**src/verilog/fpcd_defs.svh**
```systemverilog
/*
  Constants for the flash protection command controller: command cycle
  addresses and data, operation codes, register offsets and timing.
  Assumes inclusion by the controller package and the bench only.
*/
//
// Summary of operation
// - Secret word programming: A0H cycle, then portion address and value cycle.
// - Submit: 25H, 03H, four portions at 00H-03H, 29H; checked at end.
// - Host drives reserved settings bits 15 to 5 and 3 high when programming.
// - Irreversible block lock only issued while global lock bit reads one.
// - Buffer word count is words minus one, at most 15.
// - Buffered words share address bits 21 to 4 with the first word.
`ifndef FPCD_DEFS_SVH
`define FPCD_DEFS_SVH

// command cycle addresses and data
`define FPCD_ADDR_U1 22'h000555
`define FPCD_ADDR_U2 22'h0002AA
`define FPCD_ADDR_CFI 22'h000055
`define FPCD_ADDR_ZERO 22'h000000
`define FPCD_DATA_U1 16'h00AA
`define FPCD_DATA_U2 16'h0055
`define FPCD_DATA_PROG 16'h00A0
`define FPCD_DATA_SUB_A 16'h0025
`define FPCD_DATA_SUB_B 16'h0003
`define FPCD_DATA_CONF 16'h0029
`define FPCD_DATA_CFI 16'h0098
`define FPCD_DATA_EXIT 16'h00F0
`define FPCD_DATA_MEXIT 16'h0090
`define FPCD_DATA_NULL 16'h0000
`define FPCD_DATA_IRR 16'h0087
`define FPCD_PSR_RSVD 16'hFFE8
`define FPCD_WC_MAX 4'hF
`define FPCD_BASE_LSB 4
`define FPCD_LOW_MSB 10

// operation codes written to the control register
`define FPCD_OP_PW_PROG 5'h00
`define FPCD_OP_PW_READ 5'h01
`define FPCD_OP_PW_SUBMIT 5'h02
`define FPCD_OP_PSR_PROG 5'h03
`define FPCD_OP_READ 5'h04
`define FPCD_OP_GLB_READ 5'h05
`define FPCD_OP_CFI1 5'h06
`define FPCD_OP_CFI3 5'h07
`define FPCD_OP_EXIT1 5'h08
`define FPCD_OP_EXIT3 5'h09
`define FPCD_OP_ENTRY3 5'h0A
`define FPCD_OP_MEXIT 5'h0B
`define FPCD_OP_IRR_LOCK 5'h0C
`define FPCD_OP_BUF_START 5'h0D
`define FPCD_OP_BUF_WORD 5'h0E
`define FPCD_OP_BUF_CONF 5'h0F
`define FPCD_OP_RAW 5'h10

// register offsets
`define FPCD_REG_CTRL 12'h000
`define FPCD_REG_STATUS 12'h004
`define FPCD_REG_ADDR 12'h008
`define FPCD_REG_WDATA 12'h00C
`define FPCD_REG_SECLO 12'h010
`define FPCD_REG_SECHI 12'h014
`define FPCD_REG_RDATA 12'h018

// bus cycle strobe time
`define FPCD_STROBE_NS 40
`define FPCD_CLK_NS 8

`endif

```
**src/verilog/fpcd_pkg.sv**
```systemverilog
/*
  Types shared by the controller and its bus cycle engine.
  Assumes the constants header is compiled alongside.
*/
`include "fpcd_defs.svh"
package fpcd_pkg;
  typedef struct packed {
    logic last;
    logic rd;
    logic cmdcyc;
    logic [21:0] addr;
    logic [15:0] data;
  } fpcd_cyc_t;

  typedef enum logic [1:0] {ST_IDLE, ST_ISSUE, ST_WAIT} fpcd_seq_t;
  typedef enum logic [1:0] {EN_IDLE, EN_SETUP, EN_STROBE, EN_HOLD} fpcd_eng_t;
endpackage

```
**src/verilog/fpcd_cyc_if.sv**
```systemverilog
/*
  Request and answer between the sequencer and the bus cycle engine.
  Assumes both ends share pclk.
*/
`timescale 1ns/1ns
`default_nettype none
interface fpcd_cyc_if;
  logic req;
  logic rd;
  logic [21:0] addr;
  logic [15:0] wdata;
  logic done;
  logic [15:0] rdata;
  modport seq (output req, output rd, output addr, output wdata, input done, input rdata);
  modport eng (input req, input rd, input addr, input wdata, output done, output rdata);
endinterface
`default_nettype wire

```
**src/verilog/fpcd_cycle.sv**
```systemverilog
/*
  One asynchronous flash bus cycle per request: setup, strobe, hold.
  Assumes flash data input is synchronous to pclk and a single device.
*/
`timescale 1ns/1ns
`default_nettype none
module fpcd_cycle
  import fpcd_pkg::*;
#(
  parameter int STROBE_CYC = (`FPCD_STROBE_NS + `FPCD_CLK_NS - 1) / `FPCD_CLK_NS
)(
  // clock and reset
  input wire logic pclk,
  input wire logic presetn,
  // sequencer side
  fpcd_cyc_if.eng cyc,
  // flash pins
  output logic [21:0] fl_addr,
  output logic [15:0] fl_dq_out,
  output logic fl_dq_oe,
  input wire logic [15:0] fl_dq_in,
  output logic fl_ce_n,
  output logic fl_we_n,
  output logic fl_oe_n
);
  initial begin
    if (STROBE_CYC < 1 || STROBE_CYC > 255)
      $error("strobe count out of range");
  end

  fpcd_eng_t st_reg, st_next;
  logic [7:0] cnt_reg, cnt_next;
  logic rd_reg, rd_next;
  logic [21:0] a_reg, a_next;
  logic [15:0] d_reg, d_next, rdat_reg, rdat_next;
  logic done_reg, done_next;

  always_comb
  begin
    st_next = st_reg;
    cnt_next = cnt_reg;
    rd_next = rd_reg;
    a_next = a_reg;
    d_next = d_reg;
    rdat_next = rdat_reg;
    done_next = 1'b0;
    case (st_reg)
      EN_IDLE:
      begin
        if (cyc.req)
        begin
          rd_next = cyc.rd;
          a_next = cyc.addr;
          d_next = cyc.wdata;
          st_next = EN_SETUP;
        end
      end
      EN_SETUP:
      begin
        cnt_next = 8'(STROBE_CYC - 1);
        st_next = EN_STROBE;
      end
      EN_STROBE:
      begin
        if (cnt_reg == 8'h00)
        begin
          // sample at the end of the strobe, data is settled by then
          if (rd_reg)
            rdat_next = fl_dq_in;
          st_next = EN_HOLD;
        end
        else
          cnt_next = cnt_reg - 8'h01;
      end
      EN_HOLD:
      begin
        done_next = 1'b1;
        st_next = EN_IDLE;
      end
      default: st_next = EN_IDLE;
    endcase
  end

  always_ff @(posedge pclk or negedge presetn)
  begin
    if (!presetn)
    begin
      st_reg <= EN_IDLE;
      cnt_reg <= 8'h00;
      rd_reg <= 1'b0;
      a_reg <= 22'h000000;
      d_reg <= 16'h0000;
      rdat_reg <= 16'h0000;
      done_reg <= 1'b0;
    end
    else
    begin
      st_reg <= st_next;
      cnt_reg <= cnt_next;
      rd_reg <= rd_next;
      a_reg <= a_next;
      d_reg <= d_next;
      rdat_reg <= rdat_next;
      done_reg <= done_next;
    end
  end

  // pins registered from the next state so they change with the phase
  always_ff @(posedge pclk or negedge presetn)
  begin
    if (!presetn)
    begin
      fl_addr <= 22'h000000;
      fl_dq_out <= 16'h0000;
      fl_dq_oe <= 1'b0;
      fl_ce_n <= 1'b1;
      fl_we_n <= 1'b1;
      fl_oe_n <= 1'b1;
    end
    else
    begin
      fl_addr <= a_next;
      fl_dq_out <= d_next;
      fl_dq_oe <= (st_next != EN_IDLE) && !rd_next;
      fl_ce_n <= (st_next == EN_IDLE);
      fl_we_n <= !((st_next == EN_STROBE) && !rd_next);
      fl_oe_n <= !((st_next == EN_STROBE) && rd_next);
    end
  end

  assign cyc.done = done_reg;
  assign cyc.rdata = rdat_reg;

  chk_no_contention: assert property (@(posedge pclk) disable iff (!presetn)
    !(fl_dq_oe && !fl_oe_n)) else $error("host drives data during a read");
  chk_strobe_done: assert property (@(posedge pclk) disable iff (!presetn)
    $rose(fl_ce_n) |-> $past(done_next)) else $error("cycle ended without answer");
endmodule // fpcd_cycle
`default_nettype wire

```
**src/verilog/fpcd_top.sv**
```systemverilog
/*
  Host-side controller that issues protection command sequences to a
  parallel flash, ordered by software over APB.
  Assumes an asynchronous x16 flash whose pins are sampled on pclk.
*/
`timescale 1ns/1ns
`default_nettype none
module fpcd_top
  import fpcd_pkg::*;
#(
  parameter int STROBE_CYC = (`FPCD_STROBE_NS + `FPCD_CLK_NS - 1) / `FPCD_CLK_NS
)(
  // clock and reset
  input wire logic pclk,
  input wire logic presetn,
  // apb slave
  input wire logic psel,
  input wire logic penable,
  input wire logic pwrite,
  input wire logic [11:0] paddr,
  input wire logic [31:0] pwdata,
  output logic [31:0] prdata,
  output logic pready,
  output logic pslverr,
  // flash pins
  output logic [21:0] fl_addr,
  output logic [15:0] fl_dq_out,
  output logic fl_dq_oe,
  input wire logic [15:0] fl_dq_in,
  output logic fl_ce_n,
  output logic fl_we_n,
  output logic fl_oe_n
);
  fpcd_cyc_if cyc ();

  fpcd_cycle #(.STROBE_CYC(STROBE_CYC)) u_cycle (
    .pclk(pclk),
    .presetn(presetn),
    .cyc(cyc),
    .fl_addr(fl_addr),
    .fl_dq_out(fl_dq_out),
    .fl_dq_oe(fl_dq_oe),
    .fl_dq_in(fl_dq_in),
    .fl_ce_n(fl_ce_n),
    .fl_we_n(fl_we_n),
    .fl_oe_n(fl_oe_n)
  );

  ////////////////////////////////////////////////////////////////////////
  // cycle table

  function automatic fpcd_cyc_t cyc_of(input logic [4:0] op, input logic [2:0] idx,
    input logic [21:0] a, input logic [15:0] d, input logic [3:0] wc,
    input logic [63:0] sec, input logic [21:4] base);
    fpcd_cyc_t c;
    logic [21:0] unl_a;
    logic [15:0] unl_d;
    logic [1:0] part;
    c = '{last: 1'b1, rd: 1'b0, cmdcyc: 1'b1, addr: `FPCD_ADDR_ZERO, data: `FPCD_DATA_NULL};
    unl_a = (idx == 3'h0) ? `FPCD_ADDR_U1 : `FPCD_ADDR_U2;
    unl_d = (idx == 3'h0) ? `FPCD_DATA_U1 : `FPCD_DATA_U2;
    part = 2'(idx - 3'h2);
    case (op)
      `FPCD_OP_PW_PROG:
      begin
        c.last = (idx == 3'h1);
        // the portion value is data, not a command byte
        c.cmdcyc = (idx == 3'h0);
        c.data = (idx == 3'h0) ? `FPCD_DATA_PROG : d;
        c.addr = {20'h00000, a[1:0]};
      end
      `FPCD_OP_PW_READ:
      begin
        c.rd = 1'b1;
        c.addr = {20'h00000, a[1:0]};
      end
      `FPCD_OP_PW_SUBMIT:
      begin
        c.last = (idx == 3'h6);
        if (idx == 3'h0)
          c.data = `FPCD_DATA_SUB_A;
        else if (idx == 3'h1)
          c.data = `FPCD_DATA_SUB_B;
        else if (idx == 3'h6)
          c.data = `FPCD_DATA_CONF;
        else
        begin
          c.cmdcyc = 1'b0;
          c.addr = {20'h00000, part};
          c.data = sec[{part, 4'h0} +: 16];
        end
      end
      `FPCD_OP_PSR_PROG:
      begin
        c.last = (idx == 3'h1);
        c.cmdcyc = (idx == 3'h0);
        c.data = (idx == 3'h0) ? `FPCD_DATA_PROG : (d | `FPCD_PSR_RSVD);
      end
      `FPCD_OP_READ, `FPCD_OP_GLB_READ:
      begin
        c.rd = 1'b1;
        c.cmdcyc = 1'b0;
        c.addr = a;
      end
      `FPCD_OP_CFI1:
      begin
        c.addr = `FPCD_ADDR_CFI;
        c.data = `FPCD_DATA_CFI;
      end
      `FPCD_OP_EXIT1: c.data = `FPCD_DATA_EXIT;
      `FPCD_OP_CFI3, `FPCD_OP_EXIT3, `FPCD_OP_ENTRY3, `FPCD_OP_IRR_LOCK, `FPCD_OP_BUF_START:
      begin
        c.last = (op == `FPCD_OP_IRR_LOCK || op == `FPCD_OP_BUF_START) ?
          (idx == 3'h3) : (idx == 3'h2);
        if (idx < 3'h2)
        begin
          c.addr = unl_a;
          c.data = unl_d;
        end
        else if (op == `FPCD_OP_BUF_START)
        begin
          c.cmdcyc = 1'b0;
          c.addr = a;
          c.data = (idx == 3'h2) ? `FPCD_DATA_SUB_A : {12'h000, wc};
        end
        else if (idx == 3'h2)
        begin
          c.addr = `FPCD_ADDR_U1;
          case (op)
            `FPCD_OP_CFI3: c.data = `FPCD_DATA_CFI;
            `FPCD_OP_EXIT3: c.data = `FPCD_DATA_EXIT;
            `FPCD_OP_IRR_LOCK: c.data = `FPCD_DATA_IRR;
            default: c.data = {8'h00, d[7:0]};
          endcase
        end
      end
      `FPCD_OP_MEXIT:
      begin
        c.last = (idx == 3'h1);
        c.data = (idx == 3'h0) ? `FPCD_DATA_MEXIT : `FPCD_DATA_NULL;
      end
      `FPCD_OP_BUF_WORD, `FPCD_OP_RAW:
      begin
        c.cmdcyc = 1'b0;
        c.addr = a;
        c.data = d;
      end
      `FPCD_OP_BUF_CONF:
      begin
        c.cmdcyc = 1'b0;
        c.addr = {base, 4'h0};
        c.data = `FPCD_DATA_CONF;
      end
      default: c = c;
    endcase
    return c;
  endfunction

  ////////////////////////////////////////////////////////////////////////
  // registers and sequencer

  fpcd_seq_t st_reg, st_next;
  logic [4:0] op_reg, op_next;
  logic [2:0] idx_reg, idx_next;
  logic [21:0] addr_reg, addr_next;
  logic [15:0] wdat_reg, wdat_next, rdat_reg, rdat_next;
  logic [3:0] wc_reg, wc_next;
  logic [63:0] sec_reg, sec_next;
  logic done_reg, done_next, refused_reg, refused_next, glb_ok_reg, glb_ok_next;
  logic buf_open_reg, buf_open_next;
  logic [4:0] rem_reg, rem_next;
  logic [21:4] base_reg, base_next;
  logic [31:0] prdata_next;
  logic pready_next, pslverr_next;
  logic wr_fire, rd_go, start, bad;
  fpcd_cyc_t cur;

  assign wr_fire = psel && penable && pready && pwrite;
  assign rd_go = psel && penable && !pready;
  assign start = wr_fire && (paddr == `FPCD_REG_CTRL);
  assign cur = cyc_of(op_reg, idx_reg, addr_reg, wdat_reg, wc_reg, sec_reg, base_reg);

  always_comb
  begin
    bad = 1'b0;
    case (pwdata[4:0])
      `FPCD_OP_IRR_LOCK: bad = !glb_ok_reg;
      `FPCD_OP_BUF_WORD: bad = !buf_open_reg || (rem_reg == 5'h00) ||
        (addr_reg[21:`FPCD_BASE_LSB] != base_reg);
      `FPCD_OP_BUF_CONF: bad = !buf_open_reg || (rem_reg != 5'h00);
      default: bad = (pwdata[4:0] > `FPCD_OP_RAW);
    endcase
  end

  always_comb
  begin
    st_next = st_reg;
    op_next = op_reg;
    idx_next = idx_reg;
    addr_next = addr_reg;
    wdat_next = wdat_reg;
    wc_next = wc_reg;
    sec_next = sec_reg;
    rdat_next = rdat_reg;
    done_next = done_reg;
    refused_next = refused_reg;
    glb_ok_next = glb_ok_reg;
    buf_open_next = buf_open_reg;
    rem_next = rem_reg;
    base_next = base_reg;
    cyc.req = 1'b0;
    cyc.rd = cur.rd;
    cyc.addr = cur.addr;
    cyc.wdata = cur.data;
    if (wr_fire && st_reg == ST_IDLE)
    begin
      case (paddr)
        `FPCD_REG_ADDR: addr_next = pwdata[21:0];
        `FPCD_REG_WDATA:
        begin
          wdat_next = pwdata[15:0];
          wc_next = pwdata[19:16];
        end
        `FPCD_REG_SECLO: sec_next[31:0] = pwdata;
        `FPCD_REG_SECHI: sec_next[63:32] = pwdata;
        default: sec_next = sec_next;
      endcase
    end
    case (st_reg)
      ST_IDLE:
      begin
        if (start)
        begin
          done_next = 1'b0;
          refused_next = bad;
          if (!bad)
          begin
            op_next = pwdata[4:0];
            idx_next = 3'h0;
            st_next = ST_ISSUE;
          end
        end
      end
      ST_ISSUE:
      begin
        cyc.req = 1'b1;
        st_next = ST_WAIT;
      end
      ST_WAIT:
      begin
        if (cyc.done)
        begin
          if (cur.rd)
            rdat_next = cyc.rdata;
          if (!cur.last)
          begin
            idx_next = idx_reg + 3'h1;
            st_next = ST_ISSUE;
          end
          else
          begin
            done_next = 1'b1;
            st_next = ST_IDLE;
            case (op_reg)
              `FPCD_OP_GLB_READ: glb_ok_next = cyc.rdata[0];
              `FPCD_OP_BUF_START:
              begin
                buf_open_next = 1'b1;
                base_next = addr_reg[21:`FPCD_BASE_LSB];
                rem_next = {1'b0, wc_reg} + 5'h01;
              end
              `FPCD_OP_BUF_WORD: rem_next = rem_reg - 5'h01;
              `FPCD_OP_BUF_CONF: buf_open_next = 1'b0;
              default: rem_next = rem_reg;
            endcase
          end
        end
      end
      default: st_next = ST_IDLE;
    endcase
  end

  // answer in the second access cycle so that read data leaves a flop
  always_comb
  begin
    pready_next = rd_go;
    pslverr_next = 1'b0;
    prdata_next = 32'h00000000;
    if (rd_go)
    begin
      case (paddr)
        `FPCD_REG_CTRL: prdata_next = {27'h0000000, op_reg};
        `FPCD_REG_STATUS: prdata_next = {18'h00000, rem_reg, 4'h0,
          buf_open_reg, glb_ok_reg, refused_reg, done_reg, (st_reg != ST_IDLE)};
        `FPCD_REG_ADDR: prdata_next = {10'h000, addr_reg};
        `FPCD_REG_WDATA: prdata_next = {12'h000, wc_reg, wdat_reg};
        `FPCD_REG_SECLO: prdata_next = sec_reg[31:0];
        `FPCD_REG_SECHI: prdata_next = sec_reg[63:32];
        `FPCD_REG_RDATA: prdata_next = {16'h0000, rdat_reg};
        default: pslverr_next = 1'b1;
      endcase
    end
  end

  always_ff @(posedge pclk or negedge presetn)
  begin
    if (!presetn)
    begin
      st_reg <= ST_IDLE;
      op_reg <= `FPCD_OP_PW_PROG;
      idx_reg <= 3'h0;
      addr_reg <= 22'h000000;
      wdat_reg <= 16'h0000;
      wc_reg <= 4'h0;
      sec_reg <= 64'h0000000000000000;
      rdat_reg <= 16'h0000;
      done_reg <= 1'b0;
      refused_reg <= 1'b0;
      glb_ok_reg <= 1'b0;
      buf_open_reg <= 1'b0;
      rem_reg <= 5'h00;
      base_reg <= 18'h00000;
      prdata <= 32'h00000000;
      pready <= 1'b0;
      pslverr <= 1'b0;
    end
    else
    begin
      st_reg <= st_next;
      op_reg <= op_next;
      idx_reg <= idx_next;
      addr_reg <= addr_next;
      wdat_reg <= wdat_next;
      wc_reg <= wc_next;
      sec_reg <= sec_next;
      rdat_reg <= rdat_next;
      done_reg <= done_next;
      refused_reg <= refused_next;
      glb_ok_reg <= glb_ok_next;
      buf_open_reg <= buf_open_next;
      rem_reg <= rem_next;
      base_reg <= base_next;
      prdata <= prdata_next;
      pready <= pready_next;
      pslverr <= pslverr_next;
    end
  end

  ////////////////////////////////////////////////////////////////////////
  // checks

  chk_psr_reserved_high: assert property (@(posedge pclk) disable iff (!presetn)
    (cyc.req && op_reg == `FPCD_OP_PSR_PROG && idx_reg == 3'h1) |->
    ((cyc.wdata & `FPCD_PSR_RSVD) == `FPCD_PSR_RSVD)) else $error("reserved bits low");
  chk_lock_needs_glb: assert property (@(posedge pclk) disable iff (!presetn)
    (cyc.req && op_reg == `FPCD_OP_IRR_LOCK) |-> glb_ok_reg) else $error("lock without glb");
  chk_buf_same_base: assert property (@(posedge pclk) disable iff (!presetn)
    (cyc.req && op_reg == `FPCD_OP_BUF_WORD) |->
    (cyc.addr[21:4] == base_reg)) else $error("buffer word off base");
  chk_buf_count_max: assert property (@(posedge pclk) disable iff (!presetn)
    rem_reg <= ({1'b0, `FPCD_WC_MAX} + 5'h01)) else $error("buffer count too big");
  chk_cmd_low_bits: assert property (@(posedge pclk) disable iff (!presetn)
    (cyc.req && cur.cmdcyc) |-> (cyc.addr[21:11] == 11'h000 &&
    cyc.wdata[15:8] == 8'h00)) else $error("command cycle upper bits set");
  chk_submit_tail: assert property (@(posedge pclk) disable iff (!presetn)
    (cyc.req && op_reg == `FPCD_OP_PW_SUBMIT && cur.last) |->
    (idx_reg == 3'h6 && cyc.wdata == `FPCD_DATA_CONF)) else $error("bad submit end");
  chk_pw_prog_head: assert property (@(posedge pclk) disable iff (!presetn)
    (cyc.req && op_reg == `FPCD_OP_PW_PROG && idx_reg == 3'h0) |->
    (cyc.wdata == `FPCD_DATA_PROG && !cur.last)) else $error("bad secret program head");
  chk_apb_one_cycle: assert property (@(posedge pclk) disable iff (!presetn)
    pready |=> !pready) else $error("pready longer than one cycle");
  chk_refuse_idle: assert property (@(posedge pclk) disable iff (!presetn)
    (start && st_reg == ST_IDLE && bad) |=> (st_reg == ST_IDLE && refused_reg))
    else $error("refused op started");
endmodule // fpcd_top
`default_nettype wire
```
**config.mk**
```make
export PLATFORM = sky130hd
export DESIGN_NAME = fpcd_top
export DESIGN_NICKNAME = d
export VERILOG_FILES = /design/src/verilog/fpcd_pkg.sv /design/src/verilog/fpcd_cyc_if.sv /design/src/verilog/fpcd_cycle.sv /design/src/verilog/fpcd_top.sv
export VERILOG_INCLUDE_DIRS = /design/src /design/src/verilog
export SDC_FILE = /design/constraint.sdc
export NUM_CORES = 1
export LEC_CHECK = 0
export BUFFER_PORTS_ARGS = -buffer_cell sky130_fd_sc_hd__buf_2
export CAP_MARGIN = 20
export CORE_MARGIN = 2
export CORE_UTILIZATION = 30
export DETAILED_ROUTE_END_ITERATION = 8
export HOLD_SLACK_MARGIN = 0.06
export REMOVE_ABC_BUFFERS = 1
export SYNTH_ARGS = -nofsm -noshare
export SYNTH_HDL_FRONTEND = slang
export SYNTH_HIERARCHICAL = 1
export SYNTH_SLANG_ARGS = --single-unit
```
**constraint.sdc**
```tcl
create_clock -name pclk -period 3.2 [get_ports pclk]
set_input_delay 0 -clock pclk [delete_from_list [all_inputs] [get_ports pclk]]
set_output_delay 0 -clock pclk [all_outputs]
set_load 0.03 [all_outputs]
```
# Word-level counts from Yosys, hierarchy flattened
# Cells that the tools add are included.
# word_totals
ff_bits	263
in_bits	65
output_inout_bits	76
word_cells	189
# op_classes
addsub	5
order_cmp	2
n_eq_ne	42
shifts	1
muxes	51
n_bitwise	1
reduce_logical	58
# op_table
operator	n
$pmux W32 S7	1
$pmux W16 S9	1
$pmux W22 S6	1
$mux W16	5
$mux W38	2
$shiftx A64 B7 Y16	1
$eq A5 B4 Y1 const B	11
$mux W22	2
$eq A12 B5 Y1 const B	3
$mux W32	1
$mux W27	1
$eq A12 B4 Y1 const B	2
$mux W8	3
$pmux W8 S3	1
$eq A5 B3 Y1 const B	4
$reduce_and A4 Y1	5
$ne A18 B18 Y1	1
$pmux W8 S2	1
$reduce_and A2 Y1	7
$eq A12 B3 Y1 const B	1
$logic_not A12 Y1	1
$mux W1	12
$mux W2	6
$mux W3	4
other kinds (42)	83

# Longest topological paths before layout
# Gate-level depths: netlist of run 1.
# logic_depth
ltp_word	8
depth_mapped	12
mapped_depth_nobuf	9

# Modules after synthesis
# The synthesis of run 1 kept the hierarchy.
# modules_own_cells
module	instances	cells_each	area_each_um2	seq_area_each_um2
fpcd_top	1	874	10141.0	4829.6
fpcd_cycle	1	194	2900.3	1755.4

# Worst setup path after synthesis of run 1
# OpenSTA, ideal clock, no wires.
# synth_path
kind	reg-to-reg
start	reg idx_reg[0]
end	reg base_reg[18] (netlist bit)
setup_ns	0.125
arrival_ns	3.279
t_required_ns	3.075
path_slack_ns	-0.204
path_stages_with_launch	13
path_buffers	4
synth_period_minus_slack_ns	3.404
path_cell_list	dfrtp_1 -> clkbuf_1 -> buf_2 -> inv_1 -> ha_1 -> nor2b_1 -> mux2_1 -> a2111o_1 -> o21bai_2 -> or2_1 -> buf_6 -> buf_12 -> mux2_4
# synth_via
elab_chain_cells	4
elab_cells_between_ends	7
classes_between	eq/ne: 4; mux: 2; reduce/logical: 1
# synth_lines
element	line_no	rtl
from (decl)	fpcd_top.sv:164	logic [2:0] idx_reg, idx_next;
from (signal assigned)	fpcd_top.sv:331	idx_reg <= idx_next;
$eq A3 B2 Y1	fpcd_top.sv:114	(idx == 3'h3) : (idx == 3'h2);
$mux W1	fpcd_top.sv:113	c.last = (op == `FPCD_OP_IRR_LOCK || op == `FPCD_OP_BUF_START) ?
$pmux W1 S3 (*)	fpcd_top.sv:63	case (op)
$reduce_and A4 Y1 (no line) (*)	-	
to (signal assigned)	fpcd_top.sv:342	base_reg <= base_next;
to (decl)	fpcd_top.sv:172	logic [21:4] base_reg, base_next;
# Mark *: on every way between the ends. The rest lies on a longest branch, timed or not.
# A chain may end at the register's enable or synchronous reset.

# Worst setup path after layout of run 1
# layout_path
start	reg idx_reg[0]
end	reg base_reg[15] (netlist bit)
# Same word-level chain as after synthesis.

==> run summary, run 1 <==
In this run the critical register-to-register path is launched from idx_reg[0]. The worst setup path is captured at a flip-flop. The overall fraction of global-route tracks in use came out at 0.1875.

The top achievable clock speed is 0.3478 GHz. The first global-routing pass estimated 64.24 mm of wire. The met3 routing resource usage after global routing came out at 0.02777. The worst setup path startpoint is idx_reg[0]. The clock share of power is 0.467. The floorplan step defined a die boundary enclosing 45150 sq um.

Setup repair after global routing left no endpoint under its margin. The number of failing hold endpoints at the final stage came out at 0. The number of global-route vias before repair came out at 10.21k. The site row count is 76. In the post-synthesis netlist, the biggest area contributors are dfrtp_1 (50%), mux2_2 (16%), mux4_2 (2.8%). The arrival time of the worst setup path is 3.33 ns. The worst register-to-register path ends at base_reg[15]. The run finished with clean final reports. The remaining routing DRC violations came out at 0. The largest net degree at the start of global routing is 125. The final cell count without fillers is 1888. In the synthesized netlist, the cells that appear most often are dfrtp_1 (260), mux2_2 (183), nor2_1 (63), a21oi_1 (52), o21ai_0 (37). The net switching power of the design is 1.895 mW. The number of CTS-inserted buffers came out at 29. The routability-driven placement congestion ratio is 0.9333. The routed wire length is 42.71 mm. The design internal power came out at 5.940 mW. The net total in the final layout is 1358. The part of the total power dissipated in combinational logic is 0.088.

The count of input and output buffers came out at 140. In this run, distinct cell masters in the synthesized netlist total 80. TritonCTS built the clock tree. After detailed routing, the number of vias per cell comes to 5.301. The number of antenna violations at the first check in global routing is 2. The number of nets with antenna violations after routing is 0. The post-layout utilization of the core is 0.3769.

The worst-case setup slack after placement came out at 0.3537 ns. The final count of pins violating max slew came out at 0. For this run, global-route usage on met2 was measured as 0.2998.

The overflow left after global routing came out at 0. The floorplan step set the die width to 212.5 um. Dividing the detail-routed wire length by the instance count gives 22.62 um.

The largest fanout on the critical path came out at 18. The static leakage came out at 7.610 nW. The cell area after layout is 16200 sq um. At the worst endpoint, the required time is 3.65 ns. The post-placement cell count came out at 1773.

The synthesized area is 13040 sq um. The ratio of cells with drive above 1 in the final layout is 0.3659. The buffer levels on the longest clock path came out at 3. The maximum resistive drop on vdd came out at 0.0003617 V. The number of hold-repair buffers added at the cts stage came out at 60. The power per standard cell area came out at 483.6 nW/um^2. The synthesis-to-layout area growth came out at 24.22%.

Max-cap violations in this run came to 0. The worst setup path is launched from a flip-flop. For this run, the leading register cell type out of synthesis is dfrtp_1. Counting flops and latches in the post-synthesis netlist gives 263. The clock network latency to the later pin of the worst-skew pair came out at 0.57 ns. Setup violations remaining at the end of the flow were counted as 0. The clock transition at the registers of the reported paths came out at 0.06 ns.

The tree is rooted in a clkbuf_16. The highest-utilization routing layer at the global route stage is met2. The tightest min-delay check is of the input pin to async pin type. Synthesis handed over a netlist of 1068 instances. Gates resized during post-CTS repair numbered 0. The number of synthesized flops with an enable pin came out at 0. The clock net in this run drives a total of 263 sinks.

Summed over all nets, the half-perimeter wirelength after detailed placement is 30.12 mm. The instance area after placement came out at 14550 sq um. The final period demand of the worst path came out at 2.875 ns. 141 I/O pins were placed.

Detailed routing inserted a total of 10.01k vias. The share of the synthesized area in the top cell type is 0.4989. The chip height came out at 212.5 um. The share of total power consumed by net switching came out at 0.2418. The share of the yosys chip area belonging to registers is 0.5049. Before antenna repair, the detailed router went through 8 iterations.

The cell with the most instances after synthesis is dfrtp_1. The minimum setup slack among reg-to-reg paths came out at 0.32 ns. The slack of the critical path is 0.3250 ns. The warning count from the yosys run is 6.

The met1 routing resource usage after global routing is 0.2644. The portion of total power attributed to sequential cells is 0.445. The number of cells on the worst reg-to-reg path is 9.

By startpoint and endpoint, the worst setup path is classified as flip-flop to flip-flop. Of all flip-flops after synthesis, the portion carrying an async set or reset was 1.000. Summed over all instances, the cell type with the most area after synthesis is dfrtp_1.

The mean area per synthesized cell is 12.21 sq um. The share of the cycle needed by the critical path after routing is 0.8984. The clock tree skew after final layout is 0.01195 ns. The area inside the core boundary came out at 42980 sq um. For the pin with the worst max-slew slack, the measured transition is 0.9227 ns.

In this run the number of H-tree levels came out at 1. The remaining max-slew budget at the tightest pin is 0.3848. The flip-flop count of the largest register, all copies and words added is 64. The DRC marker count from the first detailed-route iteration is 901. The number of setup buffers added after CTS is 0. The setup TNS after final layout is 0 ns. For this configuration, the core starts out at a cell density of 0.3034.
-- worst max-delay path: stages, from the launching register on --
cell and delay, ns:
dfrtp_1 0.46, inv_1 0.13, ha_1 0.29, nor2b_1 0.22, mux2_1 0.32, a2111o_1 0.46
o21bai_2 0.17, or2_1 0.16, buf_12 0.18, mux2_2 0.35
-- how the worst max path moves through the flow --
stage	endpoint	slack, ns	cells past startpoint
final	base_reg[15]	0.32	9
after global routing	base_reg[15]	0.25	9
after CTS	base_reg[15]	0.34	9
after detailed placement	base_reg[15]	0.35	9
after global placement	base_reg[14]	0.42	9
after floorplan	base_reg[10]	-0.58	8
-- cells in the final DEF (no fill, tap or decap), types with 16 or more instances in the layout --
cell type / n
xnor2_1: 18
a221o_1: 19
a222oi_1: 22
mux2_4: 20
nor2_1: 63
mux2_2: 183
dfrtp_1: 260
inv_1: 20
clkbuf_16: 29
nor3_1: 17
dlygate4sd3_1: 60
a22oi_1: 24
buf_2: 139
o21ai_0: 37
a21oi_1: 52
buf_4: 44
mux4_2: 16
nand2_1: 35
-- logic make-up (layout without fill, tap and decap cells) --
| family | count (synthesis) | count (layout) | synth area share |
|---|---|---|---|
| adder cells (fa/ha/maj) | 14 | 14 | 0.01343 |
| AO/OA/AOI/OAI | 233 | 233 | 0.1281 |
| multiplexers | 231 | 231 | 0.2180 |
| XOR/XNOR | 21 | 21 | 0.01410 |
| flip-flops | 263 | 263 | 0.5049 |
| buffers and inverters | 87 | 320 | 0.03224 |
| other | 0 | 2 | 0 |
| AND/OR/NAND/NOR | 219 | 219 | 0.08923 |
-- power by group through the flow --
stage | Sequential, mW | Clock, mW | Combinational, mW
floorplan | 3.57 | 0 | 0.340
finish | 3.49 | 3.66 | 0.693
detailed placement | 3.55 | 0 | 0.635
global route | 3.50 | 3.87 | 0.764
global placement | 3.54 | 0 | 0.613
CTS | 3.48 | 3.73 | 0.696
-- per-layer routing --
metal | vias to the layer above | part of all wire
met3 | 53 | 0.064
met4 | 0 | 0.018
li1 | 4454 | -
met5 | - | 0
met1 | 5134 | 0.45
met2 | 367 | 0.47
-- through the flow --
| step | hold WS, ns | total power, mW |
|---|---|---|
| 6_report | 0.07691 | 7.835 |
| 3_3_place_gp | -0.1995 | 4.155 |
| 5_1_grt | 0.1165 | 8.126 |
| 3_5_place_dp | -0.1960 | 4.180 |
| 2_1_floorplan | -0.2956 | 3.914 |
| 4_1_cts | 0.09095 | 7.910 |
-- cell type report --
cell class	instances	area, sq um
clock buffer	39	803.3
fill	4236	26780
multi-input combinational	718	6057
tap	585	732.0
antenna	2	5.005
clock inverter	14	241.5
sequential	263	6585
timing repair buffer	247	1702
inverter	20	75.07
Note: power is estimated with default switching activity, not from simulation.
==> inputs of run 2 (changes only) <==
--- a/config.mk
+++ b/config.mk
@@ -11,5 +11,6 @@
 export CORE_MARGIN = 2
-export CORE_UTILIZATION = 30
+export CORE_UTILIZATION = 53
 export DETAILED_ROUTE_END_ITERATION = 8
 export HOLD_SLACK_MARGIN = 0.06
+export PLACE_DENSITY_LB_ADDON = 0.12
 export REMOVE_ABC_BUFFERS = 1
--- a/constraint.sdc
+++ b/constraint.sdc
@@ -3,2 +3,2 @@
 set_output_delay 0 -clock pclk [all_outputs]
-set_load 0.03 [all_outputs]
+set_load 0.1 [all_outputs]
==> run summary, run 2 (same netlist as run 1, synthesis figures left out) <==
The routability-driven placement congestion ratio came out at 0.9349. The routed via count divided by cell count came out at 6.159. IR analysis of the VDD net gives a maximum drop of 0.0003671 V. The arrival time of the worst setup path is 3.35 ns. Summing internal, switching and leakage power gives 7.805 mW. The start-to-end type of the worst setup path is flip-flop to flip-flop. The post-layout utilization of the core is 0.6538. Setup repair after global routing left no endpoint under its margin. The die width is 160.9 um. The number of setup buffers added after CTS is 0. Once placement completed, the tool counted placed cells totaling 1508. The worst setup path is launched from a flip-flop. The power per standard cell area is 492.3 nW/um^2. The slack of the critical path came out at 0.2879 ns.

The final count of pins violating max slew is 0. The floorplan has 57 rows. The class of the tightest hold or removal check is input pin to async pin.

The layout has 1895 filler cells. The slowest stage of the critical path is the a2111o_1 cell. Once detail routing completed, the nets flagged for antenna violations numbered 0. For this run, the slowest stage of the critical path takes 0.46 ns.

The iteration count of the initial detailed-routing pass is 5. The remaining max-slew budget at the tightest pin is 0.4315. In the layout the commonest cells are dfrtp_1 (260), mux2_2 (183), buf_2 (139). The final-report setup violation count is 0.

The number of levels in the clock H-tree came out at 1. The critical path data required time is 3.64 ns. In this run the worst path has a maximum fanout of 18.

The flip-flop count of the largest register, all copies and words added came out at 64. The worst-case setup slack after placement is 0.3302 ns. The routed design has 37.90 mm of wire. The post-detailed-route wirelength per cell is 23.35 um. The setup TNS after final layout came out at 0 ns.

Clock tree synthesis selected as its root buffer the cell clkbuf_16. STA classifies the critical path endpoint as a flip-flop. The area inside the core boundary came out at 24250 sq um. The number of antenna violations at the first check in global routing is 0.

The worst register-to-register path ends at base_reg[13]. Across every metal layer, demand over resource in global routing totals 0.2992. In the finished design, the share of the clock period the worst path needs comes to 0.9100. The flow ran to the end, and the final reports show no timing, DRC or antenna violations. The detailed-placement wirelength estimate is 26.04 mm.

The chip height is 160.9 um. The count of input and output buffers came out at 140. The transition time at the pin with the least slew margin came out at 0.8496 ns.

From synthesis to final layout, the design area changed by 21.56%. The antenna diode count is 0. The number of failing hold endpoints at the final stage came out at 0. The net total in the final layout came out at 1355. Leaving out fill and tap cells, the most frequent cell in the layout is dfrtp_1.

The number of global-route vias before repair is 10.17k. TritonCTS built the clock tree. Across all layers, the routed design uses 9996 vias.

The final cell count without fillers is 1623. The number of max-cap violations came out at 0. The number of primary I/O pins came out at 141. The static leakage came out at 7.598 nW. The overflow left after global routing is 0. The largest net degree at the start of global routing came out at 112. The clock transition at the registers of the reported paths is 0.06 ns.

The global-route wire length before repair came out at 59.71 mm. Walking the worst path, the cells encountered are inv_1 -> ha_1 -> nor2b_1 -> mux2_1 -> a2111o_1 -> o21bai_2 -> or2_1 -> buf_4 -> mux2_2. The ratio of cells with drive above 1 in the final layout came out at 0.3687. The number of clock sinks came out at 263. The worst register-to-register path begins at idx_reg[0]. Measured in cells, the most critical reg-to-reg path has a length of 9. The remaining routing DRC violations came out at 0. The minimum setup slack among reg-to-reg paths came out at 0.29 ns.

The overall die area is 25880 sq um. For this configuration, the core starts out at a cell density of 0.5378. In this run the deepest clock path goes through 3 buffers. The final period demand of the worst path came out at 2.912 ns. The DRC marker count from the first detailed-route iteration came out at 858. The top achievable clock speed came out at 0.3434 GHz. The clock tree skew after final layout is 0.01676 ns. At the later pin of the worst-skew pair, clock insertion delay measures 0.56 ns. The number of CTS-inserted buffers came out at 29.
==> run 2: timing repair <==
action	4_1_cts	5_1_grt
hold buffers	59	0
endpoints found under the hold margin	391	0
resized for setup	0	0
==> run 2: worst max path at each step <==
stage | from | to | slack, ns | depth (start not counted)
after detailed placement | idx_reg[0] | base_reg[14] | 0.33 | 9
final | idx_reg[0] | base_reg[13] | 0.29 | 9
after global routing | idx_reg[0] | base_reg[13] | 0.17 | 9
after global placement | idx_reg[0] | base_reg[13] | 0.38 | 9
after CTS | idx_reg[0] | base_reg[14] | 0.33 | 9
after floorplan | idx_reg[0] | base_reg[10] | -0.58 | 8
==> run 2: critical path: cells and delay by family, from the launching register on <==
kind | cells | cell delay, ns
compound gates | 2 | 0.66
flops | 1 | 0.39
simple gates | 2 | 0.37
buf+inv | 2 | 0.40
mux | 2 | 0.70
fa+ha+maj | 1 | 0.26
==> run 2: layout make-up <==
class | instances | area, sq um | share of cell area
inverters | 20 | 75.07 | 0.004736
multi-input cells | 718 | 6063 | 0.3825
well taps | 324 | 405.4 | 0.02557
flip-flops and latches | 263 | 6585 | 0.4154
clock buffers | 40 | 837.1 | 0.05280
repair buffers | 244 | 1698 | 0.1071
clock inverters | 14 | 188.9 | 0.01192
==> run 2: stage by stage <==
stage	hold slack, ns	area (sq um)
final	0.09333	15850
after floorplan	-0.2956	12700
after global placement	0.007598	14200
after CTS	0.1142	15830
after global routing	0.1363	15850
after detailed placement	0.008916	14200
==> run 2: routing by layer <==
metal  global-route usage  up-vias  part of all wire
met2               0.4666      397              0.46
met3              0.04959       67             0.072
li1                     -     4454                 -
met1               0.4345     5078              0.44
met5                    0        -                 0
met4              0.08807        0             0.027
==> run 2: power by group <==
group,total (mW),switching [mW],internal [mW]
clock,3.52,1.36,2.15
combinational,0.800,0.523,0.276
sequential,3.49,0.0696,3.42
==> inputs of run 3 (changes only) <==
- CORE_UTILIZATION: 53 -> 30
==> run summary, run 3 (same netlist as run 1, synthesis figures left out) <==
After detailed routing, the number of vias per cell comes to 5.270. In this run the count of I/O pins placed on the die edge is 141. The final period demand of the worst path came out at 2.950 ns. For the pin with the worst max-slew slack, the measured transition is 0.9379 ns. Along the worst path, the maximum fanout reaches 18. For the worst-skew pair, the clock arrives at the later sink with an insertion delay of 0.59 ns.

The net switching power of the design is 2.123 mW. The number of CTS-inserted buffers came out at 31. The class of the tightest hold or removal check is input pin to async pin. In this run the number of H-tree levels came out at 1. The remaining max-slew budget at the tightest pin came out at 0.3706. The critical path data required time is 3.67 ns. TritonCTS built the clock tree. The number of global-route vias before repair is 10.06k.

The design internal power came out at 6.266 mW. The number of antenna violations at the first check in global routing is 0. The share of total power consumed by net switching is 0.2531. The net total in the final layout came out at 1380. The iteration count of the initial detailed-routing pass came out at 8.

The overall power came out at 8.390 mW. The initial core utilization is 0.3034. The most common cell after layout, fill and taps aside is dfrtp_1. In this run the vertical extent of the chip is 212.5 um. The number of filler instances in the final layout came out at 4314. The worst-case setup slack after placement came out at 0.2737 ns. The clock share of power is 0.488.

The portion of total power attributed to sequential cells is 0.415. The share of the cycle needed by the critical path after routing is 0.9218. The minimum setup slack among reg-to-reg paths is 0.25 ns. Post-CTS repair changed the size of 0 cells. The clock tree skew after final layout is 0.01379 ns. The final count of pins violating max slew came out at 0. Detailed routing inserted a total of 10.08k vias. The synthesis-to-layout area growth is 26.86%. The number of failing hold endpoints at the final stage came to 0. The wire-length estimate of the detail-placed layout is 32.34 mm. The top achievable clock speed is 0.3390 GHz. The cell area after layout is 16540 sq um.

The flow ran to the end, and the final reports show no timing, DRC or antenna violations. The global-route wire length before repair is 67.95 mm. The count of nets left with antenna violations once routing finished came out at 0.

The site row count is 76. The flip-flop count of the largest register, all copies and words added came out at 64. The static leakage is 7.786 nW.

The power per standard cell area came out at 507.1 nW/um^2. The routed wire length came out at 45.66 mm. Global routing finished with a remaining overflow of 0. Setup repair after global routing left no endpoint under its margin. The master cell of the clock root buffer is clkbuf_16. The post-detailed-route wirelength per cell came out at 23.87 um. In this run the horizontal extent of the chip is 212.5 um.

The overall die area came out at 45150 sq um. At the worst endpoint, the arrival time is 3.42 ns. The ratio of cells with drive above 1 in the final layout is 0.3808. Leaving out fill and tap cells, the most frequent cells in the layout are dfrtp_1 (260), mux2_2 (183), buf_2 (139).

The routability-driven placement congestion ratio came out at 0.8761. Entering global routing, the biggest net connects 96 pins. STA classifies the critical path endpoint as a flip-flop.

The start-to-end type of the worst setup path is flip-flop to flip-flop. The final-report setup violation count is 0. The tool flagged a number of max-cap violations equal to 0.

The slack of the critical path came out at 0.2502 ns. The clock transition at the registers of the reported paths came out at 0.06 ns. The placed instances occupy a cell area of 14740 sq um. IR analysis of the VDD net gives a maximum drop of 0.0004372 V.

After the first detailed-routing iteration, the DRC count stood at 898. The overall fraction of global-route tracks in use is 0.2029. The number of clock sinks is 263.

The part of the total power dissipated in combinational logic came out at 0.097. The worst setup path is launched from a flip-flop. The count of input and output buffers is 140. The buffer levels on the longest clock path came out at 3.

The area inside the core boundary is 42980 sq um. The remaining routing DRC violations is 0. The number of setup buffers added after CTS came out at 0.
[run 3: changes by cell type in the layout (fill, tap and decap cells not counted), sizes merged]
cell	before	now
buf	186	206
clkinv	9	6
clkbuf	40	41
bufinv	4	8
dlygate4sd3	58	61
clkinvlp	0	2
diode	0	2
[run 3: metrics by stage]
stage | hold slack, ns | instances | utilization | setup TNS, ns
final | 0.04932 | 1913 | 0.3849 | 0
after global routing | 0.1181 | 1911 | 0.3848 | 0
after CTS | 0.06580 | 1911 | 0.3848 | 0
after detailed placement | 0.1152 | 1792 | 0.3429 | 0
after global placement | 0.1228 | 1792 | 0.3429 | 0
after floorplan | -0.2956 | 1001 | - | -23.22
[run 3: path summary, 6_finish.rpt]
kind / cells past startpoint / to / from
min reg2reg: 1 / pready / pready
max in group asynchronous: 3 / sec_reg[62] / presetn
min: 2 / prdata[6] / presetn
min in group pclk: 5 / prdata[1] / paddr[4]
max: 9 / base_reg[17] / idx_reg[0]
max reg2reg: 9 / base_reg[17] / idx_reg[0]
[run 3: final cells by class]
type                    instances  area (sq um)  share of cell area
diodes                          2         5.005           0.0003025
clock buffers                  41         873.3             0.05279
clock inverters                17         316.6             0.01913
inverters                      20         75.07            0.004538
multi-input cells             718          6066              0.3666
flip-flops and latches        263          6585              0.3980
well taps                     585         732.0             0.04424
repair buffers                267          1892              0.1143
[run 3: critical path: stages (launching register included)]
cell      delay (ns)
dfrtp_1         0.51
inv_1           0.14
ha_1            0.25
nor2b_1         0.15
mux2_1          0.28
a2111o_1        0.46
o21bai_2        0.31
or2_1           0.20
buf_12          0.18
mux2_2          0.34
[run 3: routing by layer]
metal | GRT usage | share of wire
met2 | 0.2950 | 0.43
met5 | 0 | 0
met1 | 0.3129 | 0.50
met3 | 0.03058 | 0.055
met4 | 0.04919 | 0.017
[run 3: power by group through the flow]
stage                     registers [mW]  logic [mW]  clock network (mW)
after global routing                3.50       0.897                4.33
after global placement              3.54       0.756                   0
after detailed placement            3.54       0.756                   0
after floorplan                     3.69       0.340                   0
after CTS                           3.48       0.820                4.21
final                               3.49       0.812                4.09
[run 3: repair_timing]
item / CTS / global route
hold buffers: 61 / 0
setup endpoints to repair: 0 / 0
hold endpoints to repair: 286 / 0
